<file path="src/core/tefru_pkg.sv">
// Package for the timer event flag and request unit
package tefru_pkg;

	// ==========================================
	// Register offsets
	localparam logic [7:0]  TEFRU_OFS_ENABLE = 8'h0C;
	localparam logic [7:0]  TEFRU_OFS_STATUS = 8'h10;
	localparam logic [7:0]  TEFRU_OFS_GEN    = 8'h14;
	localparam logic [7:0]  TEFRU_OFS_CTRL   = 8'h18;

	// ==========================================
	// Reset values and read masks
	localparam logic [15:0] TEFRU_RST_ENABLE = 16'h0000;
	localparam logic [15:0] TEFRU_RST_STATUS = 16'h0000;
	localparam logic [15:0] TEFRU_RST_CTRL   = 16'h0000;
	localparam logic [15:0] TEFRU_MASK_ENABLE = 16'h7FFF;
	localparam logic [15:0] TEFRU_MASK_STATUS = 16'h1EFF;
	localparam logic [15:0] TEFRU_MASK_CTRL   = 16'h001F;

	// ==========================================
	// Field positions
	localparam int TEFRU_BIT_UPD  = 0;
	localparam int TEFRU_BIT_CH1  = 1;
	localparam int TEFRU_BIT_COM  = 5;
	localparam int TEFRU_BIT_TRG  = 6;
	localparam int TEFRU_BIT_BRK  = 7;
	localparam int TEFRU_BIT_OVC1 = 9;
	localparam int TEFRU_BIT_DMA0 = 8;
	localparam int TEFRU_CTL_PRELOAD = 0;
	localparam int TEFRU_CTL_DMASEL  = 1;
	localparam int TEFRU_CTL_URS     = 2;
	localparam int TEFRU_CTL_UPDATE_DISABLE    = 3;
	localparam int TEFRU_CTL_DIR     = 4;

	// ==========================================
	// Event strobes from the rest of the timer
	typedef struct packed {
		logic       break_active;
		logic       trigger_edge;
		logic       slave_en;
		logic       slave_gated;
		logic       ctrl_transfer;
		logic       cnt_wrap;
		logic       rep_zero;
		logic       slave_reinit;
		logic [3:0] chan_is_input;
		logic [3:0] chan_match;
		logic [3:0] chan_capture;
		logic [3:0] chan_reg_read;
	} tefru_evt_t;

	// Actions pushed back into the timer
	typedef struct packed {
		logic       counter_reinit;
		logic       count_down;
		logic       prescaler_clear;
		logic       preload_update;
		logic       ctrl_load;
		logic       moe_clear;
		logic [3:0] sw_capture;
	} tefru_act_t;

	// ==========================================
	// Sequencing of a generation write
	typedef enum logic [1:0] {
		TEFRU_GEN_IDLE,
		TEFRU_GEN_FIRE
	} tefru_gen_state_t;

endpackage

</file>
<file path="src/core/tefru_core.sv">
// Event flags, request enables and software event generation of a timer
//
// Functional notes
// - DMA enables at bits 14..8 gate trigger, COM, channel 4..1, update DMA requests.
// - Interrupt enables at bits 7..0 gate break, trigger, COM, channels, update.
// - Reserved bits of enable, status and generation registers read as zero.
// - Input channel capture while its flag is set raises the overcapture flag.
// - Break flag sets on active break; write-zero clears only when break inactive.
// - Trigger edge sets trigger flag when slave mode enabled and not gated.
// - Transfer of preloaded channel control bits sets the COM flag.
// - Output channel compare match, or wrap when compare exceeds reload, sets flag.
// - Input capture sets channel flag; write-zero or capture register read clears it.
// - Channels 2 to 4 flags behave like channel 1 for their own channel.
// - Counter wrap with repetition zero sets update flag unless update disabled.
// - Software or slave reinit sets update flag only if source and disable clear.
// - Generation bits are set by software and clear themselves after the event.
// - Break generation clears main output enable and sets the break flag.
// - Trigger generation sets the trigger flag with its requests.
// - COM generation with preload control loads the channel control bits.
// - Channel generation on output channel sets its flag and requests.
// - Channel generation on input captures counter, sets flag, maybe overcapture.
// - Generation bits 2 to 4 act on channels 2 to 4 like channel 1.
// - Update generation reinits counter, updates preloads, clears prescaler.
// - Channel DMA select picks channel event or update event for channel DMA.
//
// The implementer's own choice: the plain strobed port.
`timescale 1ns/100ps
`default_nettype none

module tefru_core
	import tefru_pkg::*;
#(
	parameter int NCH = 4
) (
	input  wire logic        mclk,
	input  wire logic        reset,
	input  wire logic [7:0]  addr,
	input  wire logic [15:0] wdata,
	input  wire logic        wr_en,
	input  wire logic        rd_en,
	output logic      [15:0] rdata,
	input  wire tefru_evt_t  evt,
	output tefru_act_t       act,
	output logic             irq,
	output logic      [6:0]  dma_req
);

	// ==========================================
	// Helpers
	function automatic logic [15:0] tefru_mask(input logic [15:0] v, input logic [15:0] m);
		return v & m;
	endfunction

	// ==========================================
	// State
	logic [15:0]      enable_q;
	logic [15:0]      status_q;
	logic [15:0]      status_d;
	logic [15:0]      ctrl_q;
	logic [7:0]       gen_q;
	logic [7:0]       gen_d;
	logic [15:0]      rdata_q;
	logic [15:0]      rdata_d;
	logic             irq_q;
	logic [6:0]       dma_q;
	logic [6:0]       dma_d;
	tefru_act_t       act_q;
	tefru_act_t       act_d;
	tefru_gen_state_t gstate_q;
	tefru_gen_state_t gstate_d;
	logic             brk_s1_q;
	logic             brk_s2_q;

	// ==========================================
	// Decode
	wire wr_enable = wr_en && (addr == TEFRU_OFS_ENABLE);
	wire wr_status = wr_en && (addr == TEFRU_OFS_STATUS);
	wire wr_gen    = wr_en && (addr == TEFRU_OFS_GEN);
	wire wr_ctrl   = wr_en && (addr == TEFRU_OFS_CTRL);
	wire rd_hit_en = rd_en && (addr == TEFRU_OFS_ENABLE);
	wire rd_hit_st = rd_en && (addr == TEFRU_OFS_STATUS);
	wire rd_hit_ct = rd_en && (addr == TEFRU_OFS_CTRL);
	wire rd_hit_gn = rd_en && (addr == TEFRU_OFS_GEN);
	wire [15:0] enable_d = wr_enable ? tefru_mask(wdata, TEFRU_MASK_ENABLE) : enable_q;

	wire fire      = (gstate_q == TEFRU_GEN_FIRE);
	wire g_upd     = fire && gen_q[TEFRU_BIT_UPD];
	wire g_com     = fire && gen_q[TEFRU_BIT_COM];
	wire g_trg     = fire && gen_q[TEFRU_BIT_TRG];
	wire g_brk     = fire && gen_q[TEFRU_BIT_BRK];
	wire [3:0] g_ch = fire ? gen_q[TEFRU_BIT_CH1 +: 4] : 4'h0;

	wire update_request_source       = ctrl_q[TEFRU_CTL_URS];
	wire update_disable      = ctrl_q[TEFRU_CTL_UPDATE_DISABLE];
	wire preload   = ctrl_q[TEFRU_CTL_PRELOAD];
	wire dmasel    = ctrl_q[TEFRU_CTL_DMASEL];

	// Break pin is asynchronous to mclk
	wire brk_act   = brk_s2_q;

	// ==========================================
	// Set events
	wire ev_upd = (evt.cnt_wrap && evt.rep_zero && !update_disable)
	            || ((g_upd || evt.slave_reinit) && !update_request_source && !update_disable);
	wire ev_trg = (evt.trigger_edge && evt.slave_en && !evt.slave_gated)
	            || g_trg;
	wire ev_com = evt.ctrl_transfer || (g_com && preload);
	wire ev_brk = brk_act || g_brk;
	// Match strobe already covers wrap when compare exceeds reload
	wire [3:0] ev_out = (evt.chan_match & ~evt.chan_is_input)
	                  | (g_ch & ~evt.chan_is_input);
	wire [3:0] ev_in  = (evt.chan_capture | g_ch) & evt.chan_is_input;
	wire [3:0] ev_ch  = ev_out | ev_in;
	wire [3:0] ev_ovc = ev_in & status_q[TEFRU_BIT_CH1 +: 4];

	wire [15:0] set_vec = {3'b000, ev_ovc, 1'b0, ev_brk, ev_trg, ev_com, ev_ch, ev_upd};

	// Write-zero clear; break stays while input active
	wire [15:0] clr_wr  = wr_status ? ~wdata : 16'h0000;
	wire [15:0] clr_vec = {clr_wr[15:8], clr_wr[7] & ~brk_act, clr_wr[6:5],
	                       clr_wr[4:1] | (evt.chan_reg_read & evt.chan_is_input),
	                       clr_wr[0]};

	// Set wins over clear
	assign status_d = tefru_mask((status_q & ~clr_vec) | set_vec, TEFRU_MASK_STATUS);

	// ==========================================
	// Requests
	wire [3:0] ch_dma_ev = dmasel ? {NCH{ev_upd}} : ev_ch;
	assign dma_d = {ev_trg, ev_com, ch_dma_ev, ev_upd}
	             & enable_q[TEFRU_BIT_DMA0 +: 7];
	// Next flags and next enables, so irq never lags an enable write by a cycle
	wire irq_d = |(status_d[7:0] & enable_d[7:0]);

	// ==========================================
	// Generation sequencing: one cycle fire, then bits self-clear
	always_comb begin
		gstate_d = gstate_q;
		gen_d    = gen_q;
		case (gstate_q)
			TEFRU_GEN_IDLE: begin
				if (wr_gen && (wdata[7:0] != 8'h00)) begin
					gen_d    = wdata[7:0];
					gstate_d = TEFRU_GEN_FIRE;
				end
			end
			TEFRU_GEN_FIRE: begin
				gen_d    = 8'h00;
				gstate_d = TEFRU_GEN_IDLE;
			end
			default: begin
				gen_d    = 8'h00;
				gstate_d = TEFRU_GEN_IDLE;
			end
		endcase
	end

	always_comb begin
		act_d                 = '0;
		act_d.counter_reinit  = g_upd;
		act_d.count_down      = ctrl_q[TEFRU_CTL_DIR];
		act_d.prescaler_clear = g_upd;
		act_d.preload_update  = g_upd;
		act_d.ctrl_load       = g_com && preload;
		act_d.moe_clear       = g_brk;
		act_d.sw_capture      = g_ch & evt.chan_is_input;
	end

	// Reserved bits read zero; generation register reads zero
	assign rdata_d = rd_hit_en ? tefru_mask(enable_q, TEFRU_MASK_ENABLE) :
	                 rd_hit_st ? status_q :
	                 rd_hit_ct ? tefru_mask(ctrl_q, TEFRU_MASK_CTRL) : 16'h0000;

	// ==========================================
	// Registers
	always_ff @(posedge mclk or posedge reset) begin
		if (reset) begin
			brk_s1_q <= 1'b0;
			brk_s2_q <= 1'b0;
		end else begin
			brk_s1_q <= evt.break_active;
			brk_s2_q <= brk_s1_q;
		end
	end

	always_ff @(posedge mclk or posedge reset) begin
		if (reset) begin
			enable_q <= TEFRU_RST_ENABLE;
			ctrl_q   <= TEFRU_RST_CTRL;
			status_q <= TEFRU_RST_STATUS;
		end else begin
			enable_q <= enable_d;
			if (wr_ctrl)
				ctrl_q <= tefru_mask(wdata, TEFRU_MASK_CTRL);
			status_q <= status_d;
		end
	end

	always_ff @(posedge mclk or posedge reset) begin
		if (reset) begin
			gen_q    <= 8'h00;
			gstate_q <= TEFRU_GEN_IDLE;
			act_q    <= '0;
			dma_q    <= 7'h00;
			irq_q    <= 1'b0;
			rdata_q  <= 16'h0000;
		end else begin
			gen_q    <= gen_d;
			gstate_q <= gstate_d;
			act_q    <= act_d;
			dma_q    <= dma_d;
			irq_q    <= irq_d;
			rdata_q  <= rdata_d;
		end
	end

	assign rdata   = rdata_q;
	assign act     = act_q;
	assign dma_req = dma_q;
	assign irq     = irq_q;

	// ==========================================
	// Checks
	AST_DMA_GATED: assert property (@(posedge mclk) disable iff (reset)
		!enable_q[TEFRU_BIT_DMA0] && !wr_enable |=> !dma_req[0])
		else $error("update DMA issued while disabled");

	AST_IRQ_FOLLOWS: assert property (@(posedge mclk) disable iff (reset)
		(|(status_q[7:0] & enable_q[7:0])) |-> irq)
		else $error("irq low with enabled pending flag");

	AST_RSVD_ZERO: assert property (@(posedge mclk) disable iff (reset)
		$past(rd_hit_st) |-> (rdata[15:13] == 3'b000) && !rdata[8])
		else $error("reserved status bits not zero");

	AST_OVERCAP: assert property (@(posedge mclk) disable iff (reset)
		ev_in[0] && status_q[TEFRU_BIT_CH1] |=> status_q[TEFRU_BIT_OVC1])
		else $error("overcapture not flagged");

	AST_BRK_HOLD: assert property (@(posedge mclk) disable iff (reset)
		brk_act |=> status_q[TEFRU_BIT_BRK])
		else $error("break flag lost while break active");

	AST_GEN_SELFCLR: assert property (@(posedge mclk) disable iff (reset)
		wr_gen && wdata[7:0] != 8'h00 && !fire |=> fire ##1 (gen_q == 8'h00))
		else $error("generation bits did not self-clear");

	AST_BRK_GEN: assert property (@(posedge mclk) disable iff (reset)
		g_brk |=> act.moe_clear && status_q[TEFRU_BIT_BRK])
		else $error("break generation incomplete");

	AST_UPD_GEN: assert property (@(posedge mclk) disable iff (reset)
		g_upd && (update_request_source || update_disable) && !evt.cnt_wrap && !evt.slave_reinit
		&& !status_q[TEFRU_BIT_UPD] |=> !status_q[TEFRU_BIT_UPD])
		else $error("update flag set against source or disable");

	AST_NO_SW_SET: assert property (@(posedge mclk) disable iff (reset)
		wr_status && !status_q[TEFRU_BIT_TRG] && !ev_trg |=> !status_q[TEFRU_BIT_TRG])
		else $error("software write set a flag");

	AST_CH_OUT_SET: assert property (@(posedge mclk) disable iff (reset)
		evt.chan_match[0] && !evt.chan_is_input[0] |=> status_q[TEFRU_BIT_CH1])
		else $error("compare match did not set channel flag");

	AST_CH_IN_SET: assert property (@(posedge mclk) disable iff (reset)
		evt.chan_capture[0] && evt.chan_is_input[0] |=> status_q[TEFRU_BIT_CH1])
		else $error("capture did not set channel flag");

	AST_CH_READ_CLR: assert property (@(posedge mclk) disable iff (reset)
		evt.chan_reg_read[0] && evt.chan_is_input[0] && !ev_ch[0] |=> !status_q[TEFRU_BIT_CH1])
		else $error("capture register read did not clear flag");

	AST_CH4_SET: assert property (@(posedge mclk) disable iff (reset)
		evt.chan_match[3] && !evt.chan_is_input[3] |=> status_q[TEFRU_BIT_CH1 + 3])
		else $error("channel 4 match did not set its flag");

	AST_TRG_SET: assert property (@(posedge mclk) disable iff (reset)
		evt.trigger_edge && evt.slave_en && !evt.slave_gated |=> status_q[TEFRU_BIT_TRG])
		else $error("trigger edge did not set trigger flag");

	AST_TRG_GATED: assert property (@(posedge mclk) disable iff (reset)
		evt.trigger_edge && evt.slave_gated && !g_trg && !status_q[TEFRU_BIT_TRG]
		|=> !status_q[TEFRU_BIT_TRG])
		else $error("trigger flag set in gated mode");

	AST_COM_SET: assert property (@(posedge mclk) disable iff (reset)
		evt.ctrl_transfer |=> status_q[TEFRU_BIT_COM])
		else $error("control transfer did not set COM flag");

	AST_COM_LOAD: assert property (@(posedge mclk) disable iff (reset)
		g_com && preload |=> act.ctrl_load)
		else $error("COM generation did not load control bits");

	AST_UPD_WRAP: assert property (@(posedge mclk) disable iff (reset)
		evt.cnt_wrap && evt.rep_zero && !update_disable |=> status_q[TEFRU_BIT_UPD])
		else $error("counter wrap did not set update flag");

	AST_UPD_RESET: assert property (@(posedge mclk) disable iff (reset)
		g_upd |=> act.counter_reinit && act.prescaler_clear && act.preload_update)
		else $error("update generation actions missing");

	AST_TRG_GEN: assert property (@(posedge mclk) disable iff (reset)
		g_trg |=> status_q[TEFRU_BIT_TRG])
		else $error("trigger generation did not set flag");

	AST_CH_GEN_OUT: assert property (@(posedge mclk) disable iff (reset)
		g_ch[0] && !evt.chan_is_input[0] |=> status_q[TEFRU_BIT_CH1])
		else $error("output channel generation did not set flag");

	AST_CH_GEN_IN: assert property (@(posedge mclk) disable iff (reset)
		g_ch[0] && evt.chan_is_input[0] |=> act.sw_capture[0] && status_q[TEFRU_BIT_CH1])
		else $error("input channel generation did not capture");

	AST_DMA_SEL: assert property (@(posedge mclk) disable iff (reset)
		dmasel && !ev_upd |=> (dma_req[4:1] == 4'h0))
		else $error("channel DMA issued without update event");

	AST_DMA_PULSE: assert property (@(posedge mclk) disable iff (reset)
		ev_trg && enable_q[TEFRU_BIT_DMA0 + 6] |=> dma_req[6])
		else $error("enabled trigger DMA request missing");

	AST_IRQ_OFF: assert property (@(posedge mclk) disable iff (reset)
		!(|(status_q[7:0] & enable_q[7:0])) |-> !irq)
		else $error("irq high without enabled pending flag");

	AST_RSVD_ENABLE: assert property (@(posedge mclk) disable iff (reset)
		$past(rd_hit_en) |-> !rdata[15])
		else $error("reserved enable bit not zero");

	AST_GEN_READ_ZERO: assert property (@(posedge mclk) disable iff (reset)
		$past(rd_hit_gn) |-> (rdata == 16'h0000))
		else $error("generation register read not zero");

	AST_BRK_CLR: assert property (@(posedge mclk) disable iff (reset)
		wr_status && !wdata[TEFRU_BIT_BRK] && !brk_act && !g_brk |=> !status_q[TEFRU_BIT_BRK])
		else $error("break flag not cleared while break inactive");

	AST_GEN_ONE_SHOT: assert property (@(posedge mclk) disable iff (reset)
		fire |=> !fire)
		else $error("generation fired for more than one cycle");

endmodule

`default_nettype wire

</file>
<file path="config.mk">
export PLATFORM = sky130hd
export DESIGN_NAME = tefru_core
export DESIGN_NICKNAME = d
export VERILOG_FILES = /design/src/core/tefru_pkg.sv /design/src/core/tefru_core.sv
export SDC_FILE = /design/constraint.sdc
export NUM_CORES = 1
export LEC_CHECK = 0
export BUFFER_PORTS_ARGS = -buffer_cell sky130_fd_sc_hd__buf_2
export CAP_MARGIN = 20
export CORE_MARGIN = 10
export CORE_UTILIZATION = 46
export CTS_CLUSTER_SIZE = 28
export DETAILED_ROUTE_END_ITERATION = 7
export HOLD_SLACK_MARGIN = 0.12
export PLACE_DENSITY_LB_ADDON = 0.12
export SLEW_MARGIN = 25
export SYNTH_ARGS = -nofsm -noshare
export SYNTH_HDL_FRONTEND = slang
export SYNTH_SLANG_ARGS = --single-unit
</file>
<file path="constraint.sdc">
create_clock -name mclk -period 2.46 [get_ports mclk]
set_input_delay 0.492 -clock mclk [delete_from_list [all_inputs] [get_ports mclk]]
set_output_delay 0.492 -clock mclk [all_outputs]
set_load 0.05 [all_outputs]
</file>
==> out/metrics.csv <==
stage;metric;value;unit
status;outcome;complete, no violations;
synth;synth_seq_cells;74;
clock_network;ctsHoldBuffers;0;
hold_path;hold_class;in2async;
synth;ys.flop_type;dfrtp_1;
synth;synthTopCellsByCount;74 x dfrtp_1, 25 x nand2_1, 17 x nor2_1;
power_and_ir_drop;p_leak;2.14;nW
synth;ys_types;43;
setup_path;r2r_setup_slack;0.42;ns
clock_network;path_clk_slew;0.08;ns
timing;setup_viol;0;
synth;synth_edf_count;0;
synth;syn_nets;301;
timing;clock_skew;0.00881;ns
synth;syn_inst;249;
detailed_routing;post_drt_wl_per_cell;17.9;µm
synth;synth.most_common_cell;dfrtp_1;
setup_path;path_class;in2reg;
placed_design;hpwlAfterDp;5.91;mm
final_layout;syn_to_final_growth;27.7;%
clock_network;cts_max_path_buffers;2;
clock_network;insertion_delay;0.33;ns
setup_path;rr_endpoint;irq;
timing;period_needed;2.24;ns
setup_path;cp.required;2.67;ns
floorplanning;start_util;47.7;%
synth;synth.avg_cell_area;12.2;µm²
timing;slew_headroom;59.9;%
power_and_ir_drop;peakVddDrop;0.000330;V
clock_network;postCtsSetupBuffers;0;
setup_path;arrival;2.46;ns
grt;gr-total-overflow;0;
grt;grt_pass1_wl;12.4;mm
clock_network;htreeDepth;3;
grt;antenna_found_initial;1;
final_layout;nets;406;
detailed_routing;vias;2296;
setup_path;crit_path_start_kind;input pin;
floorplanning;core_area;6390;µm²
timing;drv_slew;0;
placed_design;place_inst;420;
clock_network;root_buffer;clkbuf_8;
clock_network;cts_tree;yes;
final_layout;drive_gt1_share;40.7;%
floorplanning;ios;86;
placed_design;port_buffers;83;
floorplanning;die_area;10300;µm²
flow_run;drv_cap;0;
timing;whs;0.225;ns
final_layout;final_util;60.9;%
grt;grt_max_degree;36;
clock_network;cts_buffers;9;
timing;fmax;0.446;GHz
power_and_ir_drop;power;2.45;mW
timing;finalHoldViolCount;0;
power_and_ir_drop;p_per_area;630;nW/µm²
final_layout;finalNonFillerCells;436;
synth;synth_area_leader_cell;dfrtp_1;
timing;fin_crit_sh;91.2;%
setup_path;r2r_cells;5;
synth;async_reset_ff_share;100;%
setup_path;endpoint_kind;register;
synth;synth_area;3050;µm²
final_layout;final_area;3890;µm²
grt;track_usage;15.3;%
floorplanning;dieHeight;101;µm
timing;worst_slew_pin_slew;0.601;ns
clock_network;cts_resized;0;
floorplanning;fp-row-count;29;
timing;fin_tns_setup;0;ns
floorplanning;die_w;101;µm
detailed_routing;postRouteAntennaNets;0;
timing;timing.final.ws_setup;0.217;ns
detailed_routing;drtIter0Drc;72;
detailed_routing;dr.pass1.iters;4;
grt;grt_pass1_vias;2483;
detailed_routing;post-route-drc-count;0;
final_layout;num_antenna_cells;0;
clock_network;clkSinkCount;74;
synth;synthTopCellsByArea;dfrtp_1 61%, mux2_2 5.9%, nand2_1 3.1%;
final_layout;nFillCells;574;
setup_path;r2r_start;gstate_q[0];
synth;synth_warnings;0;
synth;synth_top_area_share;60.8;%
detailed_routing;vias_per_cell;5.27;
placed_design;dpl-instance-area;3680;µm²
placed_design;dp_slack;-0.175;ns
placed_design;routabilityCongestion;0.843;
setup_path;cp_max_fo;6;
detailed_routing;wl;7.80;mm
synth;seq_area_frac_synth;60.8;%
[worst max path at each step]
stage,start,endpoint,slack (ns)
floorplan,reset,act[0],0.09
global placement,addr[1],irq,-0.13
detailed placement,addr[1],irq,-0.17
CTS,addr[1],irq,0.18
global route,addr[1],irq,-0.03
finish,addr[1],irq,0.22
[where the power goes]
| part | internal (mW) | switching (mW) | total, mW |
|---|---|---|---|
| logic | 0.0918 | 0.134 | 0.226 |
| registers | 1.25 | 0.0242 | 1.28 |
| clock network | 0.498 | 0.449 | 0.948 |
[cell type report]
type	count	area [µm²]	area share, %
clock buffers	10	138	3.54
clock inverters	6	65.1	1.67
inverters	6	22.5	0.579
multi-input cells	158	1120	28.9
flip-flops and latches	74	1850	47.6
well taps	77	96.3	2.48
repair buffers	105	593	15.2
[state kept, by name, summed over array words and instances (netlist names)]
signal	flops
ctrl_q	5
gen_q	8
brk_s1_q	1
enable_q	15
brk_act	1
gstate_q	1
dma_req	7
irq	1
status_q	12
rdata	15
act	8
[layout by cell type, fill, tap and decap left out, types with 5 or more instances in the layout]
cell type  netlist  layout
nand2_1         25      25
a21oi_1          5       5
inv_1            6       5
o21ai_0         12      12
dfrtp_1         74      74
mux2_2          16      16
buf_2            2      83
buf_4            3      21
nor2_1          17      17
and3_1           6       6
clkbuf_8         0      10
a22o_1           7       7
mux2i_1          8       8
and2_1          10      10
[worst max-delay path, cell delays in order]
cell and delay [ns]:
buf_2 0.13, nor4_2 0.31, nand3_1 0.24, buf_4 0.24, o21ai_0 0.19, a21boi_0 0.12
or4_1 0.44, a211o_1 0.28
[metal layers]
layer	track usage, %	part of all wire [%]
met1	20.4	45
met5	0	0.17
met2	23.8	48
met3	4.15	6.3
met4	4.61	0.56
[cells by family (layout without fill, tap and decap cells)]
kind of cell	Yosys count	in the layout	synth area share, %
AND/OR/NAND/NOR	79	79	14.7
flip-flops	74	74	60.8
AO/OA/AOI/OAI	50	50	11.7
multiplexers	28	28	10.3
buffers and inverters	17	127	2.55
other	1	1	0.123
(Power assumes the default switching activity.)
